`config.mk`:
```
export PLATFORM = sky130hd
export DESIGN_NAME = shift_table_decoder
export DESIGN_NICKNAME = d
export VERILOG_FILES = /design/src/rtl/decode_pkg.sv /design/src/rtl/shift_table_decoder.sv /design/src/rtl/instr_field_decoder.sv
export SDC_FILE = /design/constraint.sdc
export NUM_CORES = 1
export LEC_CHECK = 0
export BUFFER_PORTS_ARGS = -buffer_cell sky130_fd_sc_hd__buf_2
export CAP_MARGIN = 5
export CELL_PAD_IN_SITES_DETAIL_PLACEMENT = 0
export CELL_PAD_IN_SITES_GLOBAL_PLACEMENT = 2
export CORE_ASPECT_RATIO = 1.2
export CORE_MARGIN = 10
export CORE_UTILIZATION = 30
export CTS_BUF_LIST = sky130_fd_sc_hd__clkbuf_8 sky130_fd_sc_hd__clkbuf_16
export DETAILED_ROUTE_END_ITERATION = 6
export GPL_TIMING_DRIVEN = 0
export PLACE_DENSITY = 0.7
export SLEW_MARGIN = 20
export SYNTH_ARGS = -nofsm -noshare
export SYNTH_HDL_FRONTEND = slang
export SYNTH_SLANG_ARGS = --single-unit
```
`constraint.sdc`:
```
create_clock -name pclk -period 7.3 [get_ports pclk]
set_clock_uncertainty 0.1 [all_clocks]
set_input_delay 2.19 -clock pclk [delete_from_list [all_inputs] [get_ports pclk]]
set_output_delay 2.19 -clock pclk [all_outputs]
set_load 0.02 [all_outputs]
```
`src/rtl/decode_pkg.sv`:
```
// Purpose: shared constants and types for the shift/rotate and table opcode decoder
// Assumes: 16-bit instruction words, APB register access with 32-bit data
// Notes: register offsets are byte addresses of aligned words
package decode_pkg;

	// ****************************************
	// register map
	// ****************************************
	localparam int ADDR_W = 8;
	localparam logic [ADDR_W-1:0] CTRL_OFS = 8'h00;
	localparam logic [ADDR_W-1:0] STATUS_OFS = 8'h04;
	localparam logic [ADDR_W-1:0] DEC_OFS = 8'h08;
	localparam logic [ADDR_W-1:0] WORDS_OFS = 8'h0C;
	localparam logic CTRL_EN_RST = 1'h1;
	localparam logic [15:0] COUNT_RST = 16'h0000;
	localparam logic [31:0] PRDATA_RST = 32'h0000_0000;

	// ****************************************
	// opcode fields
	// ****************************************
	localparam logic [3:0] SHIFT_GRP = 4'hE;
	localparam logic [9:0] TBL_PREFIX = 10'h3E0;
	localparam logic [2:0] ZERO3 = 3'h0;
	localparam logic [5:0] ZERO6 = 6'h00;
	localparam logic [1:0] SZ_BYTE = 2'h0;
	localparam logic [1:0] SZ_WORD = 2'h1;
	localparam logic [1:0] SZ_LONG = 2'h2;
	localparam logic [1:0] SZ_MEM = 2'h3;
	localparam logic [1:0] KIND_ARITH = 2'h0;
	localparam logic [1:0] KIND_LOGICAL = 2'h1;
	localparam logic [1:0] KIND_EXT_ROT = 2'h2;
	localparam logic [1:0] KIND_ROT = 2'h3;
	localparam logic [1:0] TBL_REG_FORM = 2'h0;
	localparam logic [1:0] TBL_LOOKUP_FORM = 2'h1;

	typedef enum logic [3:0]
	{
		no_group_op = 4'h0,
		arith_shift_right_op = 4'h1,
		arith_shift_left_op = 4'h2,
		logical_shift_right_op = 4'h3,
		logical_shift_left_op = 4'h4,
		extend_rotate_right_op = 4'h5,
		extend_rotate_left_op = 4'h6,
		plain_rotate_right_op = 4'h7,
		plain_rotate_left_op = 4'h8,
		unsigned_plain_interp_op = 4'h9,
		unsigned_rounded_interp_op = 4'hA,
		signed_plain_interp_op = 4'hB,
		signed_rounded_interp_op = 4'hC
	} op_t;

	typedef enum logic
	{
		ST_FIRST = 1'h0,
		ST_EXT = 1'h1
	} dec_state_t;

	typedef struct packed
	{
		logic valid;
		logic [15:0] word;
	} fetch_t;

	// 31 bits; read back through DEC_OFS with bit 31 zero
	typedef struct packed
	{
		op_t op;
		logic illegal;
		logic is_mem;
		logic count_is_reg;
		logic [2:0] count_or_reg;
		logic dir_left;
		logic [1:0] size;
		logic [2:0] dst_reg;
		logic [5:0] ea;
		logic tbl_reg_form;
		logic tbl_signed;
		logic tbl_round;
		logic [2:0] index_operand_reg;
		logic [2:0] end_reg2;
	} decode_t;

endpackage

```
`src/rtl/shift_table_decoder.sv`:
```
// Purpose: decodes shift/rotate and table interpolate instruction words from fetch
// Assumes: fetch words come from logic on pclk; the extension word follows its first word
// Notes: results and counters are readable over APB; decode can be paused from CTRL
`timescale 1ns/1ps

// What this block does
// - count-source bit clear: the count/register field is an immediate shift count.
// - count-source bit set: that field names the data register holding the count.
// - direction bit 0 means right, 1 means left, in every shift form.
// - size field 00 byte, 01 word, 10 long for shifts and tables.
// - extension rounding bit 0 unrounded, 1 rounded, for all table variants.
// - unsigned data-register interpolate: prefix first word, extension bits 9-8 zero.
// - unsigned lookup: prefix plus address, extension bit 15 clear, bits 9-8 01.
// - signed data-register interpolate differs only by extension bit 11 set.
// - signed lookup matches unsigned lookup except extension bit 11 set.
// - signed rounded gives a signed rounded result; plain variant skips rounding.
module shift_table_decoder
(
	// clock and reset
	input wire logic pclk,
	input wire logic presetn,
	// apb slave
	input wire logic psel,
	input wire logic penable,
	input wire logic pwrite,
	input wire logic [decode_pkg::ADDR_W-1:0] paddr,
	input wire logic [31:0] pwdata,
	output logic [31:0] prdata,
	output logic pready,
	output logic pslverr,
	// instruction words from fetch
	input decode_pkg::fetch_t fetch,
	// decoded result
	output logic dec_valid,
	output decode_pkg::decode_t dec_out,
	output logic waiting_ext
);
	import decode_pkg::*;

	// ****************************************
	// state
	// ****************************************
	dec_state_t state_r;
	dec_state_t state_nxt;
	logic enable_r;
	logic [15:0] held_first_r;
	logic [15:0] held_ext_r;
	logic [15:0] count_r;
	logic dec_valid_r;
	decode_t dec_r;
	decode_t dec_comb;
	logic needs_ext;
	logic take_first;
	logic take_ext;
	logic [31:0] prdata_r;
	logic pready_r;
	logic pslverr_r;
	logic apb_write;
	logic [15:0] dec_first_word;

	function automatic logic reg_hit(input logic [ADDR_W-1:0] a);
		reg_hit = (a == CTRL_OFS) || (a == STATUS_OFS) || (a == DEC_OFS) || (a == WORDS_OFS);
	endfunction

	assign take_first = fetch.valid && enable_r && (state_r == ST_FIRST);
	assign take_ext = fetch.valid && enable_r && (state_r == ST_EXT);
	assign dec_first_word = (state_r == ST_EXT) ? held_first_r : fetch.word;
	assign apb_write = psel && penable && pready_r && pwrite && reg_hit(paddr);

	instr_field_decoder u_fields
	(
		.first_word(dec_first_word),
		.ext_word(fetch.word),
		.ext_present(state_r == ST_EXT),
		.dec(dec_comb),
		.needs_ext(needs_ext)
	);

	// ****************************************
	// word sequencing
	// ****************************************
	always_comb
	begin
		state_nxt = state_r;
		case (state_r)
			ST_FIRST:
			begin
				if (take_first && needs_ext)
				begin
					state_nxt = ST_EXT;
				end
			end
			ST_EXT:
			begin
				// pausing drops a half-read table pair rather than mixing streams
				if (take_ext || !enable_r)
				begin
					state_nxt = ST_FIRST;
				end
			end
			default: state_nxt = ST_FIRST;
		endcase
	end

	always_ff @(posedge pclk or negedge presetn)
	begin
		if (!presetn)
		begin
			state_r <= ST_FIRST;
		end
		else
		begin
			state_r <= state_nxt;
		end
	end

	always_ff @(posedge pclk or negedge presetn)
	begin
		if (!presetn)
		begin
			held_first_r <= 16'h0000;
			held_ext_r <= 16'h0000;
		end
		else if (take_first)
		begin
			held_first_r <= fetch.word;
			held_ext_r <= 16'h0000;
		end
		else if (take_ext)
		begin
			held_ext_r <= fetch.word;
		end
	end

	always_ff @(posedge pclk or negedge presetn)
	begin
		if (!presetn)
		begin
			dec_valid_r <= 1'b0;
			dec_r <= '0;
		end
		else
		begin
			dec_valid_r <= (take_first && !needs_ext) || take_ext;
			if ((take_first && !needs_ext) || take_ext)
			begin
				dec_r <= dec_comb;
			end
		end
	end

	always_ff @(posedge pclk or negedge presetn)
	begin
		if (!presetn)
		begin
			count_r <= COUNT_RST;
		end
		else if (apb_write && (paddr == STATUS_OFS))
		begin
			count_r <= COUNT_RST;
		end
		else if (dec_valid_r)
		begin
			count_r <= count_r + 16'h0001;
		end
	end

	// ****************************************
	// apb slave: setup cycle loads the answer, access phase lasts one cycle
	// ****************************************
	always_ff @(posedge pclk or negedge presetn)
	begin
		if (!presetn)
		begin
			enable_r <= CTRL_EN_RST;
		end
		else if (apb_write && (paddr == CTRL_OFS))
		begin
			enable_r <= pwdata[0];
		end
	end

	always_ff @(posedge pclk or negedge presetn)
	begin
		if (!presetn)
		begin
			pready_r <= 1'b0;
			pslverr_r <= 1'b0;
			prdata_r <= PRDATA_RST;
		end
		else
		begin
			pready_r <= psel && !penable;
			pslverr_r <= psel && !penable && !reg_hit(paddr);
			if (psel && !penable)
			begin
				case (paddr)
					CTRL_OFS: prdata_r <= {31'h0000_0000, enable_r};
					STATUS_OFS: prdata_r <= {count_r, 13'h0000, dec_r.illegal, dec_valid_r,
						state_r == ST_EXT};
					DEC_OFS: prdata_r <= {1'b0, dec_r};
					WORDS_OFS: prdata_r <= {held_first_r, held_ext_r};
					default: prdata_r <= PRDATA_RST;
				endcase
			end
		end
	end

	assign prdata = prdata_r;
	assign pready = pready_r;
	assign pslverr = pslverr_r;
	assign dec_valid = dec_valid_r;
	assign dec_out = dec_r;
	assign waiting_ext = (state_r == ST_EXT);

	// ****************************************
	// checks
	// ****************************************
	property p_imm_count;
		@(posedge pclk) disable iff (!presetn)
		take_first && (fetch.word[15:12] == SHIFT_GRP) && (fetch.word[7:6] != SZ_MEM)
			&& !fetch.word[5] |=> dec_valid_r && !dec_r.count_is_reg && !dec_r.is_mem
			&& (dec_r.count_or_reg == $past(fetch.word[11:9]));
	endproperty
	a_imm_count: assert property (p_imm_count) else $error("immediate count misdecoded");

	property p_reg_count;
		@(posedge pclk) disable iff (!presetn)
		take_first && (fetch.word[15:12] == SHIFT_GRP) && (fetch.word[7:6] != SZ_MEM)
			&& fetch.word[5] |=> dec_r.count_is_reg
			&& (dec_r.count_or_reg == $past(fetch.word[11:9]));
	endproperty
	a_reg_count: assert property (p_reg_count) else $error("count register misdecoded");

	property p_direction;
		@(posedge pclk) disable iff (!presetn)
		take_first && (fetch.word[15:12] == SHIFT_GRP)
			&& ((fetch.word[7:6] != SZ_MEM) || !fetch.word[11])
			|=> dec_r.dir_left == $past(fetch.word[8]);
	endproperty
	a_direction: assert property (p_direction) else $error("shift direction wrong");

	property p_size;
		@(posedge pclk) disable iff (!presetn)
		take_first && (fetch.word[15:12] == SHIFT_GRP) && (fetch.word[7:6] != SZ_MEM)
			|=> dec_r.size == $past(fetch.word[7:6]);
	endproperty
	a_size: assert property (p_size) else $error("operand size wrong");

	property p_round;
		@(posedge pclk) disable iff (!presetn)
		take_ext |=> dec_valid_r && (dec_r.tbl_round == $past(fetch.word[10]));
	endproperty
	a_round: assert property (p_round) else $error("rounding bit wrong");

	property p_table_pair;
		@(posedge pclk) disable iff (!presetn)
		take_first && (fetch.word[15:6] == TBL_PREFIX) |=> !dec_valid_r && waiting_ext;
	endproperty
	a_table_pair: assert property (p_table_pair) else $error("table word not held");

	property p_signed;
		@(posedge pclk) disable iff (!presetn)
		take_ext |=> dec_r.tbl_signed == $past(fetch.word[11]);
	endproperty
	a_signed: assert property (p_signed) else $error("signedness bit wrong");

	property p_signed_op;
		@(posedge pclk) disable iff (!presetn)
		dec_valid_r && !dec_r.illegal && dec_r.tbl_signed && dec_r.tbl_round
			|-> dec_r.op == signed_rounded_interp_op;
	endproperty
	a_signed_op: assert property (p_signed_op) else $error("signed rounded op wrong");

	property p_mem_kind;
		@(posedge pclk) disable iff (!presetn)
		take_first && (fetch.word[15:12] == SHIFT_GRP) && (fetch.word[7:6] == SZ_MEM)
			&& !fetch.word[11] |=> dec_r.is_mem && (dec_r.op != no_group_op);
	endproperty
	a_mem_kind: assert property (p_mem_kind) else $error("memory shift misdecoded");

endmodule

```
`src/rtl/instr_field_decoder.sv`:
```
// Purpose: combinational field decode of one instruction word and its extension word
// Assumes: ext_word only meaningful when ext_present is high
// Notes: words outside both groups decode as no_group_op with illegal low
`timescale 1ns/1ps
module instr_field_decoder
(
	// words
	input wire logic [15:0] first_word,
	input wire logic [15:0] ext_word,
	input wire logic ext_present,
	// result
	output decode_pkg::decode_t dec,
	output logic needs_ext
);
	import decode_pkg::*;

	function automatic logic size_legal(input logic [1:0] sz);
		size_legal = (sz != SZ_MEM);
	endfunction

	function automatic op_t shift_op(input logic [1:0] kind, input logic left);
		case (kind)
			KIND_ARITH: shift_op = left ? arith_shift_left_op : arith_shift_right_op;
			KIND_LOGICAL: shift_op = left ? logical_shift_left_op : logical_shift_right_op;
			KIND_EXT_ROT: shift_op = left ? extend_rotate_left_op : extend_rotate_right_op;
			default: shift_op = left ? plain_rotate_left_op : plain_rotate_right_op;
		endcase
	endfunction

	logic is_shift;
	logic is_table;
	logic reg_form_ok;
	logic lookup_ok;

	assign is_shift = (first_word[15:12] == SHIFT_GRP);
	assign is_table = (first_word[15:6] == TBL_PREFIX);
	assign needs_ext = is_table;
	// data-register form: first word is the prefix with mode zero, extension bits 9-8 zero
	assign reg_form_ok = (first_word[5:3] == ZERO3) && (ext_word[9:8] == TBL_REG_FORM)
		&& (ext_word[5:3] == ZERO3);
	// lookup form: bit 15 and bits 5-0 of the extension clear, bits 9-8 are 01
	assign lookup_ok = !ext_word[15] && (ext_word[9:8] == TBL_LOOKUP_FORM)
		&& (ext_word[5:0] == ZERO6);

	always_comb
	begin
		dec = '0;
		dec.op = no_group_op;
		if (is_shift)
		begin
			dec.dir_left = first_word[8];
			if (size_legal(first_word[7:6]))
			begin
				dec.size = first_word[7:6];
				dec.count_is_reg = first_word[5];
				// immediate count or count register number, by the count-source bit
				dec.count_or_reg = first_word[11:9];
				dec.dst_reg = first_word[2:0];
				dec.op = shift_op(first_word[4:3], first_word[8]);
			end
			else if (!first_word[11])
			begin
				dec.is_mem = 1'b1;
				dec.size = SZ_WORD;
				dec.ea = first_word[5:0];
				dec.op = shift_op(first_word[10:9], first_word[8]);
			end
			else
			begin
				dec.illegal = 1'b1;
			end
		end
		else if (is_table && ext_present)
		begin
			dec.tbl_reg_form = reg_form_ok;
			dec.ea = first_word[5:0];
			dec.dst_reg = first_word[2:0];
			dec.index_operand_reg = ext_word[14:12];
			dec.tbl_signed = ext_word[11];
			dec.tbl_round = ext_word[10];
			dec.size = ext_word[7:6];
			dec.end_reg2 = reg_form_ok ? ext_word[2:0] : ZERO3;
			if (!(reg_form_ok || lookup_ok) || !size_legal(ext_word[7:6]))
			begin
				dec.illegal = 1'b1;
			end
			else
			begin
				// signedness picks the result kind, rounding picks rounded or not
				case ({ext_word[11], ext_word[10]})
					2'h0: dec.op = unsigned_plain_interp_op;
					2'h1: dec.op = unsigned_rounded_interp_op;
					2'h2: dec.op = signed_plain_interp_op;
					default: dec.op = signed_rounded_interp_op;
				endcase
			end
		end
	end

endmodule

```
==> reports/qor.csv <==
stage;metric;value;unit
cts;CTS buffer count;17;
placement;HPWL after detailed placement;14700;microns
grt;largest net degree at the start of global routing;72;
grt;first-pass GRT wire length;29900;microns
worst_setup_path;Arrival @ worst endpoint;4.60;ns
grt;global route total overflow;0;
synthesis;mean post-synth cell area;10.4;sq um
worst_setup_path;setup slack of the worst register-to-register path;3.95;ns
cells_and_area;Post-Layout Inst Area;7120;sq um
timing;number of hold violations in the final report;0;
cells_and_area;ANT cells;0;
timing;Total Negative Setup Slacks;0;ns
die;Die ar.;24800;sq um
timing;final worst path period need;4.35;ns
pwr;leakage power;3.34;nW
synthesis;number of enable-type register cells in the synthesized netlist;0;
synthesis;sequential fraction of the synthesis area;0.513;
worst_hold_path;launch instance of the worst min-delay path;held_ext_r[5];
cts;clock tree sinks;116;
pwr;power density normalized to cell area;233;nW/um^2
worst_setup_path;data required time at the worst endpoint;7.55;ns
cts;clk buf depth;2;
cts;number of H-tree levels;4;
worst_setup_path;biggest fanout along the worst timing path;7;
worst_setup_path;max incr delay on CP;0.69;ns
worst_setup_path;slowest CP cell;a2111oi_4;
cells_and_area;layout-stage area growth over the synthesis result;25.7;%
cts;post-cts hold buffer count;0;
timing;max-slew violations;0;
grt;total track usage;0.156;
cts;insertion delay to the later sink of the worst-skew pair;0.41;ns
synthesis;#FFs+latches synth;116;
worst_setup_path;critical path capture point;dec_out[1];
cells_and_area;most frequent standard cell in the layout excluding fill and tap cells;dfrtp_1;
synthesis;cell count after synthesis;545;
worst_setup_path;sequence of cells on the critical path;buf_2, mux2i_1, ha_1, inv_1, a211o_1, a2111oi_4, nor3b_4, a22o_1;
detailed_routing;violation count after the first detailed-routing iteration;278;
detailed_routing;total detailed-routing wirelength;19200;microns
cts;clock-pin slew on the worst setup and hold paths;0.06;ns
worst_setup_path;worst flop-to-flop path startpoint;waiting_ext;
worst_setup_path;Critical path origin;fetch[8];
synthesis;post-synthesis async set-or-reset flop share;1.00;
outcome;status;finished clean;
die;Chip Width;145;microns
die;num ports;129;
timing;setup repair after global routing missed its margin;no;
worst_hold_path;Worst Hold Class;reg2reg;
worst_setup_path;Crit Reg-Reg Endpoint;dec_out[1];
worst_setup_path;crit end category;flip-flop;
placement;total placed instance area;6500;sq um
synthesis;Top FF cell, synth;dfrtp_1;
job;Maximum Capacitance Violations;0;
pwr;worst vdd rail ir drop;0.000146;V
die;core outline area;18700;sq um
synthesis;library cells used by synthesis;58;
detailed_routing;final antenna-violating net count;0;
grt;number of antenna violations at the first check in global routing;0;
placement;final weighted congestion in routability-driven placement;0.851;
timing;slew at the pin with the worst max-slew slack;0.724;ns
worst_setup_path;Worst setup SP type;primary input;
cts;CTS tree;built;
die;initial standard-cell utilization of the core;0.303;
worst_setup_path;path type of the worst setup path;in2reg;
die;Placement Rows;55;
synthesis;combined area of all synthesized cells;5670;sq um
detailed_routing;average detailed-routed wire length per instance;20.7;microns
placement;number of port buffers;94;
synthesis;synthesized net count;612;
detailed_routing;vias per inst;5.05;
timing;worst slew slack as a fraction of its limit;0.516;
timing;Setup Viol. Count Final;0;
cells_and_area;commonest cells after routing, fill and taps aside;dfrtp_1 (115), buf_2 (100), nand2_1 (86), o21ai_0 (50), mux2_2 (41);
cells_and_area;net total in the final layout;726;
synthesis;count of warnings emitted by yosys;0;
timing;Peak Freq;0.230;GHz
worst_setup_path;Worst Reg2Reg Path Length in Cells;9;
grt;via count of the first global-routing pass;4988;
detailed_routing;number of search-and-repair iterations in the first detailed-routing pass;4;
cts;cell chosen for the clock root;clkbuf_16;
cells_and_area;ratio of cells with drive above 1 in the final layout;0.280;
timing;period utilisation layout;0.596;
die;vertical die dimension;171;microns
detailed_routing;overall via count from detail_route;4689;
cts;Resized Gates After CTS;0;
cts;post-CTS setup buffer count;0;
detailed_routing;DRC Markers;0;
metrics by stage:
step	power (mW)	util	hold slack, ns	cells	worst slack [ns]
2_1_floorplan	0.728	-	0.333	545	3.13
3_3_place_gp	0.779	0.345	0.348	895	2.42
3_5_place_dp	0.783	0.347	0.351	896	2.54
4_1_cts	1.68	0.380	0.370	928	2.98
5_1_grt	1.72	0.380	0.393	928	2.82
6_report	1.66	0.380	0.365	928	2.95
layout make-up:
cell class | count | area (sq um)
plain buffers | 35 | 148
clock buffers | 18 | 439
clock inverters | 14 | 185
fillers | 1974 | 11600
inverters | 13 | 48.8
multi-input cells | 381 | 2570
flip-flops and latches | 116 | 2900
well taps | 256 | 320
repair buffers | 95 | 504
sequential cells by signal, summed over array words and instances (netlist names):
register and flops:
dec_valid 1, enable_r 1, held_ext_r 16, pslverr 1, dec_out 31, waiting_ext 1, held_first_r 16, count_r 16
prdata 32, pready 1
how the worst min path moves through the flow:
stage | end | depth (start not counted)
2_1_floorplan | held_ext_r[1] | 2
3_3_place_gp | held_ext_r[2] | 2
3_5_place_dp | held_ext_r[2] | 2
4_1_cts | held_ext_r[5] | 2
5_1_grt | prdata[26] | 2
6_report | held_ext_r[5] | 2
power by group:
part | leakage, nW | switching (mW) | total [mW] | internal, mW
Combinational | 1.51 | 0.0667 | 0.104 | 0.0372
Clock | 0.307 | 0.312 | 0.890 | 0.578
Sequential | 1.52 | 0.0123 | 0.666 | 0.653
cells by family (layout without fill, tap and decap cells):
| family | Yosys count | count (layout) | synth area share |
|---|---|---|---|
| AO/OA/AOI/OAI | 133 | 133 | 0.168 |
| adder cells (fa/ha/maj) | 5 | 5 | 0.0110 |
| flip-flops | 116 | 116 | 0.513 |
| buffers and inverters | 48 | 175 | 0.0347 |
| multiplexers | 53 | 53 | 0.106 |
| AND/OR/NAND/NOR | 175 | 175 | 0.145 |
| XOR/XNOR | 15 | 15 | 0.0232 |
worst max-delay path, delay by kind of cell:
kind,cells,cell delay (ns)
AOI/OAI and AO/OA,3,1.17
and+or+nand+nor,1,0.43
muxes,1,0.39
adders and majority gates,1,0.22
buffers and inverters,2,0.18
cell usage after synthesis, types with 2 or more instances:
cell type	number	area [sq um]
a21boi_0	2	15.0
a211oi_1	2	15.0
inv_1	13	48.8
o211ai_1	2	15.0
mux2i_1	10	100
xnor2_1	7	61.3
nor2b_1	2	12.5
dfrtp_1	115	2880
a32o_1	10	100
a21o_1	2	15.0
ha_1	5	62.6
nor2_1	24	90.1
o31ai_1	6	45.0
a211oi_2	2	25.0
nor3_1	8	40.0
nand3_1	22	110
a32oi_1	2	17.5
or4_1	2	15.0
clkbuf_1	23	86.3
and2_1	3	18.8
buf_1	4	15.0
a22oi_1	31	233
nor4_1	3	18.8
nand4_1	6	37.5
xor2_1	8	70.1
or3_1	3	18.8
a21oi_1	3	15.0
a22o_1	8	70.1
o21ai_0	50	250
buf_2	7	35.0
nand2_1	86	323
and3_1	6	37.5
nand2b_1	3	18.8
mux2_2	41	462
metal layers:
layer / share of wire / vias up / track usage / routed length, microns
met4: 0.018 / 0 / 0.0590 / 339
met2: 0.51 / 122 / 0.265 / 9750
met5: 0 / - / 0 / 0
li1: - / 2203 / - / -
met3: 0.046 / 20 / 0.0378 / 880
met1: 0.43 / 2344 / 0.188 / 8260
Power figures use the tool's default switching activity.
